File: src/logic/pfr_pkg.sv
// Constants, types and enumerations for the packet start, FIFO unit and retrain controls
// What this block does
// - 10M start indication delayed, field 12:8, 8ns
// - 100M start indication delayed, field 7:4, 8ns
// - 1G start indication delayed, field 3:0, 8ns
// - Unit bit one bytes, zero nibbles
// - Byte units mean larger prefill, longer latency, in MII mode below 1G only
// - Sixteen-bit counter counts failed wakes
// - Reading the counter clears it, or sets it to one on a fault in the read cycle
// - Retrain enabled: keep link, block data
// - Retrain disabled: drop link, reset default
// - Retrain never latches link status low
// - Detection taken after the transmit FIFO
// - Start indication always ends with frame
package pfr_pkg;

	// ****************************************
	// Register map
	// ****************************************
	localparam logic [15:0] ADDR_TX_START_DELAY   = 16'h942a;
	localparam logic [15:0] ADDR_FIFO_DEPTH_UNIT  = 16'h9602;
	localparam logic [15:0] ADDR_WAKE_FAULT_COUNT = 16'ha000;
	localparam logic [15:0] ADDR_RETRAIN_ENABLE   = 16'ha001;

	localparam logic [15:0] RST_TX_START_DELAY    = 16'h0000;
	localparam logic [15:0] RST_FIFO_DEPTH_UNIT   = 16'h0001;
	localparam logic [15:0] RST_WAKE_FAULT_COUNT  = 16'h0000;
	localparam logic [15:0] RST_RETRAIN_ENABLE    = 16'h0000;

	// ****************************************
	// Field layout
	// ****************************************
	localparam int          DLY_10M_MSB           = 12;
	localparam int          DLY_10M_LSB           = 8;
	localparam int          DLY_100M_MSB          = 7;
	localparam int          DLY_100M_LSB          = 4;
	localparam int          DLY_1G_MSB            = 3;
	localparam int          DLY_1G_LSB            = 0;
	localparam logic [15:0] MASK_TX_START_DELAY   = 16'h1fff;
	localparam logic [15:0] MASK_ONE_BIT          = 16'h0001;
	localparam logic [15:0] COUNT_MAX             = 16'hffff;

	// ****************************************
	// Timing
	// ****************************************
	localparam int          DELAY_UNIT_NS         = 8;
	localparam int          CLK_PERIOD_NS         = 100;
	localparam int          DELAY_FIELD_MAX       = 31;
	localparam int          DELAY_MAX_CYC         =
		(DELAY_FIELD_MAX * DELAY_UNIT_NS + CLK_PERIOD_NS - 1) / CLK_PERIOD_NS;
	localparam int          DELAY_CNT_W           = 3;
	localparam int          WAKE_LIMIT_NS         = 16500;
	localparam int          WAKE_LIMIT_CYC        = WAKE_LIMIT_NS / CLK_PERIOD_NS;

	// ****************************************
	// Types
	// ****************************************
	typedef enum logic [1:0]
	{
		PFR_SPEED_10M  = 2'h0,
		PFR_SPEED_100M = 2'h1,
		PFR_SPEED_1G   = 2'h2
	} pfr_speed_e;

	typedef enum logic [1:0]
	{
		PFR_LINK_DOWN    = 2'h0,
		PFR_LINK_UP      = 2'h1,
		PFR_LINK_RETRAIN = 2'h3
	} pfr_link_e;

	typedef struct packed
	{
		logic [15:0] addr;
		logic        wr;
		logic        rd;
		logic [15:0] wdata;
	} pfr_reg_req_s;

	typedef struct packed
	{
		logic        rvalid;
		logic [15:0] rdata;
	} pfr_reg_rsp_s;

endpackage : pfr_pkg

File: src/logic/pfr_sop_delay.sv
// Delay stage for the transmit packet start indication
`timescale 1ns/10ps
module pfr_sop_delay
#(
	parameter int CNT_W = 3
)
(
	input  wire logic             clk,
	input  wire logic             rst_b,
	input  wire logic             start,
	input  wire logic             frame,
	input  wire logic [CNT_W-1:0] delay_cyc,
	output      logic             sop
);

	// ****************************************
	// Delay counter
	// ****************************************
	logic [CNT_W-1:0] count;
	logic             pending;

	initial
	begin
		if (CNT_W < 1)
			$error("pfr_sop_delay: CNT_W must be at least 1");
	end

	always_ff @(posedge clk or negedge rst_b)
	begin
		if (!rst_b)
		begin
			pending <= 1'b0;
			count   <= '0;
		end
		else if (!frame)
		begin
			pending <= 1'b0;
			count   <= '0;
		end
		else if (start && delay_cyc != '0)
		begin
			pending <= 1'b1;
			count   <= CNT_W'(delay_cyc - 1'b1);
		end
		else if (pending && count != '0)
			count   <= CNT_W'(count - 1'b1);
		else
			pending <= 1'b0;
	end

	// ****************************************
	// Indication output
	// ****************************************
	always_ff @(posedge clk or negedge rst_b)
	begin
		if (!rst_b)
			sop <= 1'b0;
		else if (!frame)
			sop <= 1'b0;
		else if (start && delay_cyc == '0)
			sop <= 1'b1;
		else if (pending && count == '0)
			sop <= 1'b1;
	end

endmodule : pfr_sop_delay

File: src/logic/pfr_top.sv
// Packet start delay, FIFO depth unit, wake fault counter and gigabit retrain control
`timescale 1ns/10ps
module pfr_top
#(
	parameter int WAKE_LIMIT = pfr_pkg::WAKE_LIMIT_CYC,
	parameter int PREFILL    = 4
)
(
	input  wire logic                 clk,
	input  wire logic                 rst_b,
	input  wire pfr_pkg::pfr_reg_req_s reg_req,
	output      pfr_pkg::pfr_reg_rsp_s reg_rsp,
	input  wire pfr_pkg::pfr_speed_e   speed,
	input  wire logic                 mii_mode,
	input  wire logic                 tx_packet_start_detect_enable,
	input  wire logic                 tx_fifo_out_frame,
	output      logic                 tx_packet_start,
	output      logic                 fifo_depth_byte_units,
	output      logic [7:0]           fifo_prefill_nibbles,
	input  wire logic                 wake_start,
	input  wire logic                 wake_done,
	input  wire logic                 link_good,
	input  wire logic                 rx_status_ok,
	input  wire logic                 link_status_read,
	output      logic                 link_up,
	output      logic                 data_blocked,
	output      logic                 retrain_active,
	output      logic                 link_drop,
	output      logic                 latched_link_status
);

	// ****************************************
	// Elaboration checks
	// ****************************************
	initial
	begin
		if (WAKE_LIMIT < 1 || WAKE_LIMIT > 65535)
			$error("pfr_top: WAKE_LIMIT out of range");
		if (PREFILL < 1 || PREFILL > 127)
			$error("pfr_top: PREFILL out of range");
		if ((1 << pfr_pkg::DELAY_CNT_W) <= pfr_pkg::DELAY_MAX_CYC)
			$error("pfr_top: DELAY_CNT_W too narrow for the longest delay");
	end

	// ****************************************
	// Helpers
	// ****************************************
	function automatic logic [pfr_pkg::DELAY_CNT_W-1:0] units_to_cyc(input logic [4:0] units);
		int ns;
		ns = int'(units) * pfr_pkg::DELAY_UNIT_NS;
		return pfr_pkg::DELAY_CNT_W'((ns + pfr_pkg::CLK_PERIOD_NS - 1) / pfr_pkg::CLK_PERIOD_NS);
	endfunction : units_to_cyc

	function automatic logic hit(input logic [15:0] a, input logic [15:0] b);
		return a == b;
	endfunction : hit

	// ****************************************
	// Register write
	// ****************************************
	logic [15:0] tx_packet_start_delay;
	logic        gigabit_retrain_enable;
	logic [15:0] wake_fault_counter;

	always_ff @(posedge clk or negedge rst_b)
	begin
		if (!rst_b)
			tx_packet_start_delay <= pfr_pkg::RST_TX_START_DELAY;
		else if (reg_req.wr && hit(reg_req.addr, pfr_pkg::ADDR_TX_START_DELAY))
			tx_packet_start_delay <= reg_req.wdata & pfr_pkg::MASK_TX_START_DELAY;
	end

	always_ff @(posedge clk or negedge rst_b)
	begin
		if (!rst_b)
			fifo_depth_byte_units <= pfr_pkg::RST_FIFO_DEPTH_UNIT[0];
		else if (reg_req.wr && hit(reg_req.addr, pfr_pkg::ADDR_FIFO_DEPTH_UNIT))
			fifo_depth_byte_units <= reg_req.wdata[0];
	end

	always_ff @(posedge clk or negedge rst_b)
	begin
		if (!rst_b)
			gigabit_retrain_enable <= pfr_pkg::RST_RETRAIN_ENABLE[0];
		else if (reg_req.wr && hit(reg_req.addr, pfr_pkg::ADDR_RETRAIN_ENABLE))
			gigabit_retrain_enable <= reg_req.wdata[0];
	end

	// ****************************************
	// Register read
	// ****************************************
	logic [15:0] next_rdata;
	logic        count_read;

	assign count_read = reg_req.rd && hit(reg_req.addr, pfr_pkg::ADDR_WAKE_FAULT_COUNT);

	always_comb
	begin
		next_rdata = 16'h0000;
		unique case (reg_req.addr)
			pfr_pkg::ADDR_TX_START_DELAY:
				next_rdata = tx_packet_start_delay;
			pfr_pkg::ADDR_FIFO_DEPTH_UNIT:
				next_rdata = {15'h0000, fifo_depth_byte_units};
			pfr_pkg::ADDR_WAKE_FAULT_COUNT:
				next_rdata = wake_fault_counter;
			pfr_pkg::ADDR_RETRAIN_ENABLE:
				next_rdata = {15'h0000, gigabit_retrain_enable};
			default:
				next_rdata = 16'h0000;
		endcase
	end

	// ****************************************
	// Read response
	// ****************************************
	always_ff @(posedge clk or negedge rst_b)
	begin
		if (!rst_b)
			reg_rsp <= '0;
		else
		begin
			reg_rsp.rvalid <= reg_req.rd;
			if (reg_req.rd)
				reg_rsp.rdata <= next_rdata;
		end
	end

	// ****************************************
	// Transmit packet start indication
	// ****************************************
	logic                              frame_q;
	logic                              detect;
	logic [pfr_pkg::DELAY_CNT_W-1:0]   delay_cyc;
	logic [4:0]                        delay_units;

	always_ff @(posedge clk or negedge rst_b)
	begin
		if (!rst_b)
			frame_q <= 1'b0;
		else
			frame_q <= tx_fifo_out_frame;
	end

	assign detect = tx_packet_start_detect_enable && tx_fifo_out_frame && !frame_q;

	always_comb
	begin
		delay_units = 5'h00;
		unique case (speed)
			pfr_pkg::PFR_SPEED_10M:
				delay_units = tx_packet_start_delay[pfr_pkg::DLY_10M_MSB:pfr_pkg::DLY_10M_LSB];
			pfr_pkg::PFR_SPEED_100M:
				delay_units = {1'b0, tx_packet_start_delay[pfr_pkg::DLY_100M_MSB:pfr_pkg::DLY_100M_LSB]};
			pfr_pkg::PFR_SPEED_1G:
				delay_units = {1'b0, tx_packet_start_delay[pfr_pkg::DLY_1G_MSB:pfr_pkg::DLY_1G_LSB]};
			default:
				delay_units = 5'h00;
		endcase
	end

	assign delay_cyc = units_to_cyc(delay_units);

	pfr_sop_delay
	#(
		.CNT_W     (pfr_pkg::DELAY_CNT_W)
	)
	u_sop_delay
	(
		.clk       (clk),
		.rst_b     (rst_b),
		.start     (detect),
		.frame     (tx_fifo_out_frame),
		.delay_cyc (delay_cyc),
		.sop       (tx_packet_start)
	);

	// ****************************************
	// FIFO prefill
	// ****************************************
	always_ff @(posedge clk or negedge rst_b)
	begin
		if (!rst_b)
			fifo_prefill_nibbles <= 8'(PREFILL * 2);
		else if (mii_mode && speed != pfr_pkg::PFR_SPEED_1G && !fifo_depth_byte_units)
			fifo_prefill_nibbles <= 8'(PREFILL);
		else
			fifo_prefill_nibbles <= 8'(PREFILL * 2);
	end

	// ****************************************
	// Wake fault timer
	// ****************************************
	logic        waking;
	logic [15:0] wake_timer;
	logic        wake_fault;

	assign wake_fault = waking && !wake_done && wake_timer == 16'(WAKE_LIMIT - 1);

	always_ff @(posedge clk or negedge rst_b)
	begin
		if (!rst_b)
		begin
			waking     <= 1'b0;
			wake_timer <= 16'h0000;
		end
		else if (wake_start)
		begin
			waking     <= 1'b1;
			wake_timer <= 16'h0000;
		end
		else if (wake_done || wake_fault)
			waking     <= 1'b0;
		else if (waking)
			wake_timer <= 16'(wake_timer + 1'b1);
	end

	// ****************************************
	// Wake fault counter
	// ****************************************
	always_ff @(posedge clk or negedge rst_b)
	begin
		if (!rst_b)
			wake_fault_counter <= pfr_pkg::RST_WAKE_FAULT_COUNT;
		else if (count_read)
			wake_fault_counter <= {15'h0000, wake_fault};
		else if (wake_fault && wake_fault_counter != pfr_pkg::COUNT_MAX)
			wake_fault_counter <= 16'(wake_fault_counter + 1'b1);
	end

	// ****************************************
	// Link state and retrain
	// ****************************************
	pfr_pkg::pfr_link_e link_state;
	pfr_pkg::pfr_link_e next_link_state;

	always_comb
	begin
		next_link_state = link_state;
		unique case (link_state)
			pfr_pkg::PFR_LINK_DOWN:
				if (link_good && rx_status_ok)
					next_link_state = pfr_pkg::PFR_LINK_UP;
			pfr_pkg::PFR_LINK_UP:
				if (!link_good)
					next_link_state = pfr_pkg::PFR_LINK_DOWN;
				else if (speed == pfr_pkg::PFR_SPEED_1G && !rx_status_ok)
					next_link_state = gigabit_retrain_enable ?
						pfr_pkg::PFR_LINK_RETRAIN :
						pfr_pkg::PFR_LINK_DOWN;
			pfr_pkg::PFR_LINK_RETRAIN:
				if (!link_good)
					next_link_state = pfr_pkg::PFR_LINK_DOWN;
				else if (rx_status_ok)
					next_link_state = pfr_pkg::PFR_LINK_UP;
			default:
				next_link_state = pfr_pkg::PFR_LINK_DOWN;
		endcase
	end

	always_ff @(posedge clk or negedge rst_b)
	begin
		if (!rst_b)
			link_state <= pfr_pkg::PFR_LINK_DOWN;
		else
			link_state <= next_link_state;
	end

	// ****************************************
	// Link outputs
	// ****************************************
	always_ff @(posedge clk or negedge rst_b)
	begin
		if (!rst_b)
		begin
			link_up        <= 1'b0;
			data_blocked   <= 1'b1;
			retrain_active <= 1'b0;
			link_drop      <= 1'b0;
		end
		else
		begin
			link_up        <= next_link_state != pfr_pkg::PFR_LINK_DOWN;
			data_blocked   <= next_link_state != pfr_pkg::PFR_LINK_UP;
			retrain_active <= next_link_state == pfr_pkg::PFR_LINK_RETRAIN;
			link_drop      <= link_state != pfr_pkg::PFR_LINK_DOWN &&
				next_link_state == pfr_pkg::PFR_LINK_DOWN;
		end
	end

	// ****************************************
	// Latched link status
	// ****************************************
	logic link_fall;

	assign link_fall = link_state != pfr_pkg::PFR_LINK_DOWN &&
		next_link_state == pfr_pkg::PFR_LINK_DOWN;

	always_ff @(posedge clk or negedge rst_b)
	begin
		if (!rst_b)
			latched_link_status <= 1'b0;
		else if (link_fall)
			latched_link_status <= 1'b0;
		else if (link_status_read)
			latched_link_status <= next_link_state != pfr_pkg::PFR_LINK_DOWN;
	end

endmodule : pfr_top

File: config.mk
export PLATFORM = sky130hd
export DESIGN_NAME = pfr_top
export DESIGN_NICKNAME = d
export VERILOG_FILES = /design/src/logic/pfr_pkg.sv /design/src/logic/pfr_sop_delay.sv /design/src/logic/pfr_top.sv
export SDC_FILE = /design/constraint.sdc
export NUM_CORES = 1
export LEC_CHECK = 0
export BUFFER_PORTS_ARGS = -buffer_cell sky130_fd_sc_hd__buf_4
export CORE_MARGIN = 1.5
export CORE_UTILIZATION = 40
export DETAILED_ROUTE_END_ITERATION = 6
export GPL_TIMING_DRIVEN = 0
export HOLD_SLACK_MARGIN = 0.06
export PLACE_DENSITY_LB_ADDON = 0.12
export SLEW_MARGIN = 20
export SYNTH_ARGS = -nofsm -noshare
export SYNTH_HDL_FRONTEND = slang
export SYNTH_SLANG_ARGS = --single-unit
File: constraint.sdc
create_clock -name clk -period 3.7 [get_ports clk]
set_input_delay 0.185 -clock clk [delete_from_list [all_inputs] [get_ports clk]]
set_output_delay 0.185 -clock clk [all_outputs]
set_load 0.005 [all_outputs]
==> results of run 1 <==
## worst register-to-register path: stages (launching register included)
cell and delay, ps:
dfrtp_1 410, mux2i_2 220, a2bb2oi_4 250, buf_6 140
ha_4 200, nor3_4 170, nor2_1 80, ha_1 280
nor2b_2 130, o21ai_1 90, a31oi_2 260, o211ai_1 190
a32o_2 280, o211a_1 240, a2bb2oi_4 160, ha_4 190
nor2b_1 130, a21oi_1 140, o21ai_1 70
## registers in the layout, indices dropped and copies added (netlist names), 2 cells and up
name                   cells
link_state                 2
wake_fault_counter        16
wake_timer                16
u_sop_delay.count          3
reg_rsp                   17
tx_packet_start_delay     13
fifo_prefill_nibbles       2
## kinds of logic (layout without fill, tap and decap cells)
group	after synthesis	in the layout	share of synthesized area [%]
adder cells (fa/ha/maj)	10	10	2.79
AO/OA/AOI/OAI	103	103	16.3
AND/OR/NAND/NOR	165	165	19.9
XOR/XNOR	21	21	4.19
buffers and inverters	49	166	4.99
flip-flops	80	80	45.7
other	1	6	0.0854
multiplexers	24	24	6.01
## worst max-delay path by stage
stage | start | endpoint | slack [ps] | cells past startpoint
floorplan | tx_packet_start_delay[3] | u_sop_delay.count[2] | 30 | 20
global placement | speed[1] | u_sop_delay.count[2] | -530 | 22
detailed placement | speed[1] | u_sop_delay.count[2] | -560 | 19
CTS | tx_packet_start_delay[11] | u_sop_delay.count[2] | 10 | 17
global route | tx_packet_start_delay[11] | u_sop_delay.count[2] | -210 | 18
finish | tx_packet_start_delay[11] | u_sop_delay.count[2] | -20 | 18
## what timing repair did
item | 4_1_cts | 5_1_grt
setup buffers | 18 | 4
resized for setup | 22 | 11
setup endpoints to repair | 3 | 2
pin swaps | 16 | 12
hold buffers | 12 | 0
endpoints found under the hold margin | 85 | 0
## per-stage QoR
step,cells,util (%),setup slack [ps]
floorplan,458,-,30.4
global placement,665,47.4,-525
finish,715,53.6,-17.6
detailed placement,665,47.4,-563
global route,715,53.6,-206
CTS,711,52.7,13.9
## report_power, final
group / switching (uW) / total (uW) / internal [uW]
sequential: 7.02 / 893 / 886
combinational: 67.3 / 141 / 73.4
clock: 312 / 680 / 368
total: 386 / 1710 / 1330
## Yosys cell counts, types with 2 or more instances
cell type / count
nor3_1: 11
o21ai_0: 22
buf_1: 2
and3_1: 5
a21o_1: 3
mux2_2: 16
nand3_1: 16
or2_2: 3
o211a_1: 2
buf_4: 7
nor2_1: 40
clkbuf_1: 11
nor2b_1: 7
dfstp_2: 3
mux2i_1: 7
nand2b_1: 4
o22ai_1: 14
nand3b_1: 3
a21boi_0: 2
xnor2_1: 10
nand4_1: 8
xor2_1: 11
a21oi_1: 18
nand2_1: 29
and4_1: 2
o211ai_1: 2
a32o_1: 2
nor3b_1: 2
ha_1: 9
nor4bb_1: 2
a31oi_1: 4
or3_1: 11
a22oi_1: 13
dfrtp_1: 77
and2_1: 6
nor4_1: 6
nor4b_1: 2
o311ai_0: 2
inv_1: 26
o31ai_1: 2
## per-layer routing
layer	global-route usage [%]	routed length (um)	vias up
li1	-	-	1855
met1	27.0	5120	1887
met2	33.2	5440	69
met3	3.87	356	13
met4	8.46	163	0
met5	0	0	-
## cell type report
cell class,count,area [um2]
Fill cell,1010,5010
Clock buffer,14,173
Clock inverter,2,37.5
Multi-Input combinational cell,329,2370
Timing Repair Buffer,101,796
Tap cell,140,175
Sequential cell,80,2010
Buffer,22,124
Inverter,27,104
==> run metrics, run 1 <==
register area share after synthesis approximately 46%; Post-Syn Area around 4400 um2; top cell type's share of synthesized area a little over two fifths; cell area after layout about 5800 um2; Arr. time, crit path 3960 ps; DRC violations left 0; commonest non-fill, non-tap cell in the layout buf_4; Req. time, crit path 3940 ps; height of the die around 110 um; Final Setup Violations 1; setup TNS -17.6 ps; CTS clk-pin slew, worst paths 80 ps; crit-path leading delay family compound AO/OA/AOI/OAI gates; n_diodes 0; Slew Limit Fails 0; Worst Path Max Fanout 4; first-pass GRT wire length 18400 um; routability congestion estimate 0.844; crit path capture type flip-flop; Mean Syn Cell Area 9.69 um2; register bit count reported by yosys 80; Worst Clk Skew 12.4 ps; Worst Reg-to-Reg Cells 18; DP HPWL 7620 um; min cycle time layout 3720 ps; Max VDD drop 157 uV; vias 3824; initial antenna violation count 0; Post-synth EDFFs 0; nets 625; Worst Hold End latched_link_status; Rows 38; most frequent cells in the layout 94 x buf_4, 77 x dfrtp_1, 39 x nor2_1; wire length per cell between 15 and 20 um; Worst Path Buf+Inv 1; normalized max-slew margin 40.0%; worst-margin pin slew 892 ps; clk_lat worst skew 350 ps; initial drt markers approximately 120; failing checks negative setup slack; RSZ-0062 raised after global routing yes; CP Cell Sequence mux2i_2 > a2bb2oi_4 > buf_6 > ha_4 > nor3_4 > nor2_1 > ha_1 > nor2b_2 > o21ai_1 > a31oi_2 > o211ai_1 > a32o_2 > o211a_1 > a2bb2oi_4 > ha_4 > nor2b_1 > a21oi_1 > o21ai_1; core footprint 10800 um2; # port buffers 67; Slowest cell on crit path dfrtp_1; clock sinks 80; FFs w/ async S/R, synth 100%; HP Class in -> reg; Horiz. Die Dim roughly 110 um; total congestion overflow 0; full die area 11600 um2; post-route ant nets 0; vias per cell ~5.3; clock buffer count from CTS 9; Min-Delay Startpoint link_status_read; CTS tree yes; Syn Inst Count 453; Final Cycle Share 100%; Worst Path Class, Setup reg -> reg; CTS root buf clkbuf_8; Area Overhead vs Synth 31.7%; clock tree buffer depth 2; htree depth 3; Crit path largest cell delay 410 ps; placed inst area just over 5000 um2; synth unique cells 71; Hold Fails Final Rpt 0; total wire length 11100 um; RR Startpoint tx_packet_start_delay[11]; number of global-route vias before repair 3832; Tot GR Track Use ~21%; DR pass1 iterations 5; status finished with violations; reg-to-reg slack, setup -20 ps; pwr dens 296 nW/um2; Worst Setup Start Kind flip-flop; RR Endpoint u_sop_delay.count[2]; largest net degree at the start of global routing 81; top cell type by total area after synthesis dfrtp_1; Post-synth top flop dfrtp_1; cell count of the worst hold path 2; Ports 78; total power 1710 uW; Syn. warnings 0; largest cells by area after synthesis dfrtp_1 44%, mux2_2 4.1%, nor2_1 3.4%; max frequency 269 MHz; Max-cap violations 0; share of cells above drive strength 1 between 20% and 30%; LEAKAGE 0.00251 uW; Hold Slack 78.6 ps; Initial Utilization 40.7%; Final WS setup -17.6 ps
No activity file was read; power rests on OpenSTA's default activity.
==> run 2: changes to the inputs <==
BUFFER_PORTS_ARGS = default   (was -buffer_cell sky130_fd_sc_hd__buf_4)
DONT_BUFFER_PORTS = 1   (was default)
SYNTH_HIERARCHICAL = 1   (was default)
==> run metrics, run 2 <==
min cycle time layout 4210 ps; vias around 3.4k; top cell type's share of synthesized area 44.0%; Worst Path Class, Setup reg -> reg; Final Cycle Share 114%; NetSw 378 uW; Max VDD drop between 150 and 200 uV; Worst Reg-to-Reg Cells 20; Post-synth top flop dfrtp_1; total wire length ~10000 um; setup TNS -847 ps; normalized max-slew margin between 50% and 60%; Worst Clk Skew 14.9 ps; crit path capture type flip-flop; height of the die 108 um; Final Setup Violations 2; reg-to-reg slack, setup -510 ps; htree depth 3; Arr. time, crit path 4470 ps; Largest register FFs 17; FILL cells 1041; share of cells above drive strength 1 18.9%; most frequent cell after synthesis dfrtp_1; wire length per cell between 15 and 20 um; nets 561; pwr dens 306 nW/um2; synth unique cells 70; Hold Fails Final Rpt 0; FFs w/ async S/R, synth 100%; largest net degree at the start of global routing 81; Post-synth EDFFs 0; initial drt markers 126; largest cells by area after synthesis dfrtp_1 44%, mux2_2 4.6%, nor2_1 3.9%; cell count of the worst hold path 2; Max-cap violations 0; Int Pwr 1240 uW; Worst Hold End fifo_depth_byte_units; post-route ant nets 0; LEAKAGE roughly 0.0022 uW; Final WS setup -515 ps; RR Endpoint u_sop_delay/count[2]; Tot GR Track Use about a fifth; top cell type by total area after synthesis dfrtp_1; Post-Syn Area 4380 um2; number of global-route vias before repair 3420; clock buffer count from CTS 9; Syn. warnings 6; Syn Inst Count 450; RR Startpoint tx_packet_start_delay[11]; # port buffers 0; Rows 38; Req. time, crit path about 4000 ps; n_diodes 0; Area Overhead vs Synth 20.6%; core footprint 10700 um2; total power 1610 uW; switching share of power 23.4%; first-pass GRT wire length around 17000 um; Ports 78; sequential power share between 50 and 60%; CTS root buf clkbuf_8; register area share after synthesis 45.8%; HP Class in -> reg; top flop regs reg_rsp (17), wake_fault_counter (16), wake_timer (16); failing checks negative setup slack; CTS tree yes; combinational share of power 5.7%; Horiz. Die Dim between 100 and 150 um; Top reg by flops reg_rsp; routability congestion estimate 0.817; most frequent cells after synthesis 77 x dfrtp_1, 45 x nor2_1, 31 x nand2_1, 29 x inv_1, 20 x o21ai_0; placed inst area between 4000 and 5000 um2; clock tree buffer depth 2; Worst Path Max Fanout 5; vias per cell 5.26; CTS clk-pin slew, worst paths around 90 ps; register bit count reported by yosys 80; status finished with violations; Initial Utilization roughly 40%; total congestion overflow 0; Mean Syn Cell Area slightly below 10 um2; RSZ-0062 raised after global routing yes; full die area 11600 um2; cell area after layout 5280 um2; worst-margin pin slew 694 ps; DRC violations left 0; Worst Setup Start Kind flip-flop; clock sinks 80; Slew Limit Fails 0; most frequent cells in the layout 77 x dfrtp_1, 45 x nor2_1, 30 x nand2_1; DR pass1 iterations 4; DP HPWL 7050 um; initial antenna violation count 0; clock power share 39.0%; commonest non-fill, non-tap cell in the layout dfrtp_1; max frequency 237 MHz; Min-Delay Startpoint reg_req[17]; clk_lat worst skew 350 ps
-- run 2: changes by cell type in the layout (fill, tap and decap cells not counted), sizes merged, moves of 4 or more --
cell / delta
buf: -71
dlygate4sd3: +9
mux2i: -4
inv: +4
clkbuf: -6
a31oi: -4
or3: +5
nor2: +5
-- run 2: cell families (layout without fill, tap and decap cells) --
kind of cell	Yosys count	after routing	share of synthesized area (%)
buf+inv	50	104	5.15
compound gates	92	92	14.1
simple gates	169	169	21.0
xor+xnor	25	25	5.17
other cells	1	6	0.0857
mux	22	22	5.55
flops	80	80	45.8
fa+ha+maj	11	11	3.14
-- run 2: layout make-up --
type,instances,area (um2),area share [%]
clock inverters,4,47.5,0.901
repair buffers,38,362,6.85
flip-flops and latches,80,2010,38.0
plain buffers,19,111,2.11
inverters,31,119,2.25
clock buffers,12,135,2.56
well taps,140,175,3.32
multi-input cells,325,2320,44.0
-- run 2: how the worst max path moves through the flow --
stage,from,endpoint,slack (ps),cells after the start
finish,tx_packet_start_delay[11],u_sop_delay/count[2],-510,20
floorplan,tx_packet_start_delay[10],u_sop_delay/count[2],-370,20
detailed placement,tx_packet_start_delay[7],u_sop_delay/count[2],-880,20
global route,tx_packet_start_delay[11],u_sop_delay/count[2],-700,20
CTS,tx_packet_start_delay[11],u_sop_delay/count[2],-480,20
global placement,tx_packet_start_delay[7],u_sop_delay/count[2],-850,20
-- run 2: power groups by stage --
stage          combinational, uW  sequential, uW  clock (uW)
2_1_floorplan               41.4             908           0
3_3_place_gp                50.0             910           0
3_5_place_dp                50.6             909           0
4_1_cts                     91.8             892         647
5_1_grt                      104             894         693
6_report                    91.3             893         630
-- run 2: metal layers --
| layer | track usage (%) | vias up | wire [um] |
|---|---|---|---|
| li1 | - | 1710 | - |
| met1 | 26.5 | 1606 | 5000 |
| met2 | 28.5 | 82 | 4600 |
| met3 | 4.12 | 13 | 488 |
| met4 | 6.11 | 0 | 144 |
| met5 | 0 | - | 0 |
-- run 2: stage by stage --
stage	utilization, %	worst slack (ps)	hold WS, ps	std cells
finish	49.1	-515	80.2	649
global route	49.1	-705	70.1	649
CTS	48.8	-478	61.8	647
detailed placement	43.2	-877	-107	595
global placement	43.2	-852	-108	595
floorplan	-	-368	-111	455
-- run 2: worst max-delay path: stages, from the launching register on --
cell       delay, ps
dfrtp_1          410
mux2i_2          210
o21a_2           200
ha_4             220
or3_4            340
o2bb2ai_4        170
buf_6            110
nor2_1            40
ha_1             270
o311a_1          330
and2_4           170
o311a_1          100
a211o_1          270
o311ai_4         120
o31a_1           200
nor2_1            50
a21oi_1          130
ha_2             200
nand2_1           70
or3_1            320
a221oi_2         210
-- run 2: repair_timing --
item | 4_1_cts | 5_1_grt
setup buffers | 14 | 2
gates resized for setup | 13 | 5
endpoints found under the setup margin | 5 | 3
hold buffers | 22 | 0
hold endpoints to repair | 108 | 0
pin swaps | 15 | 2
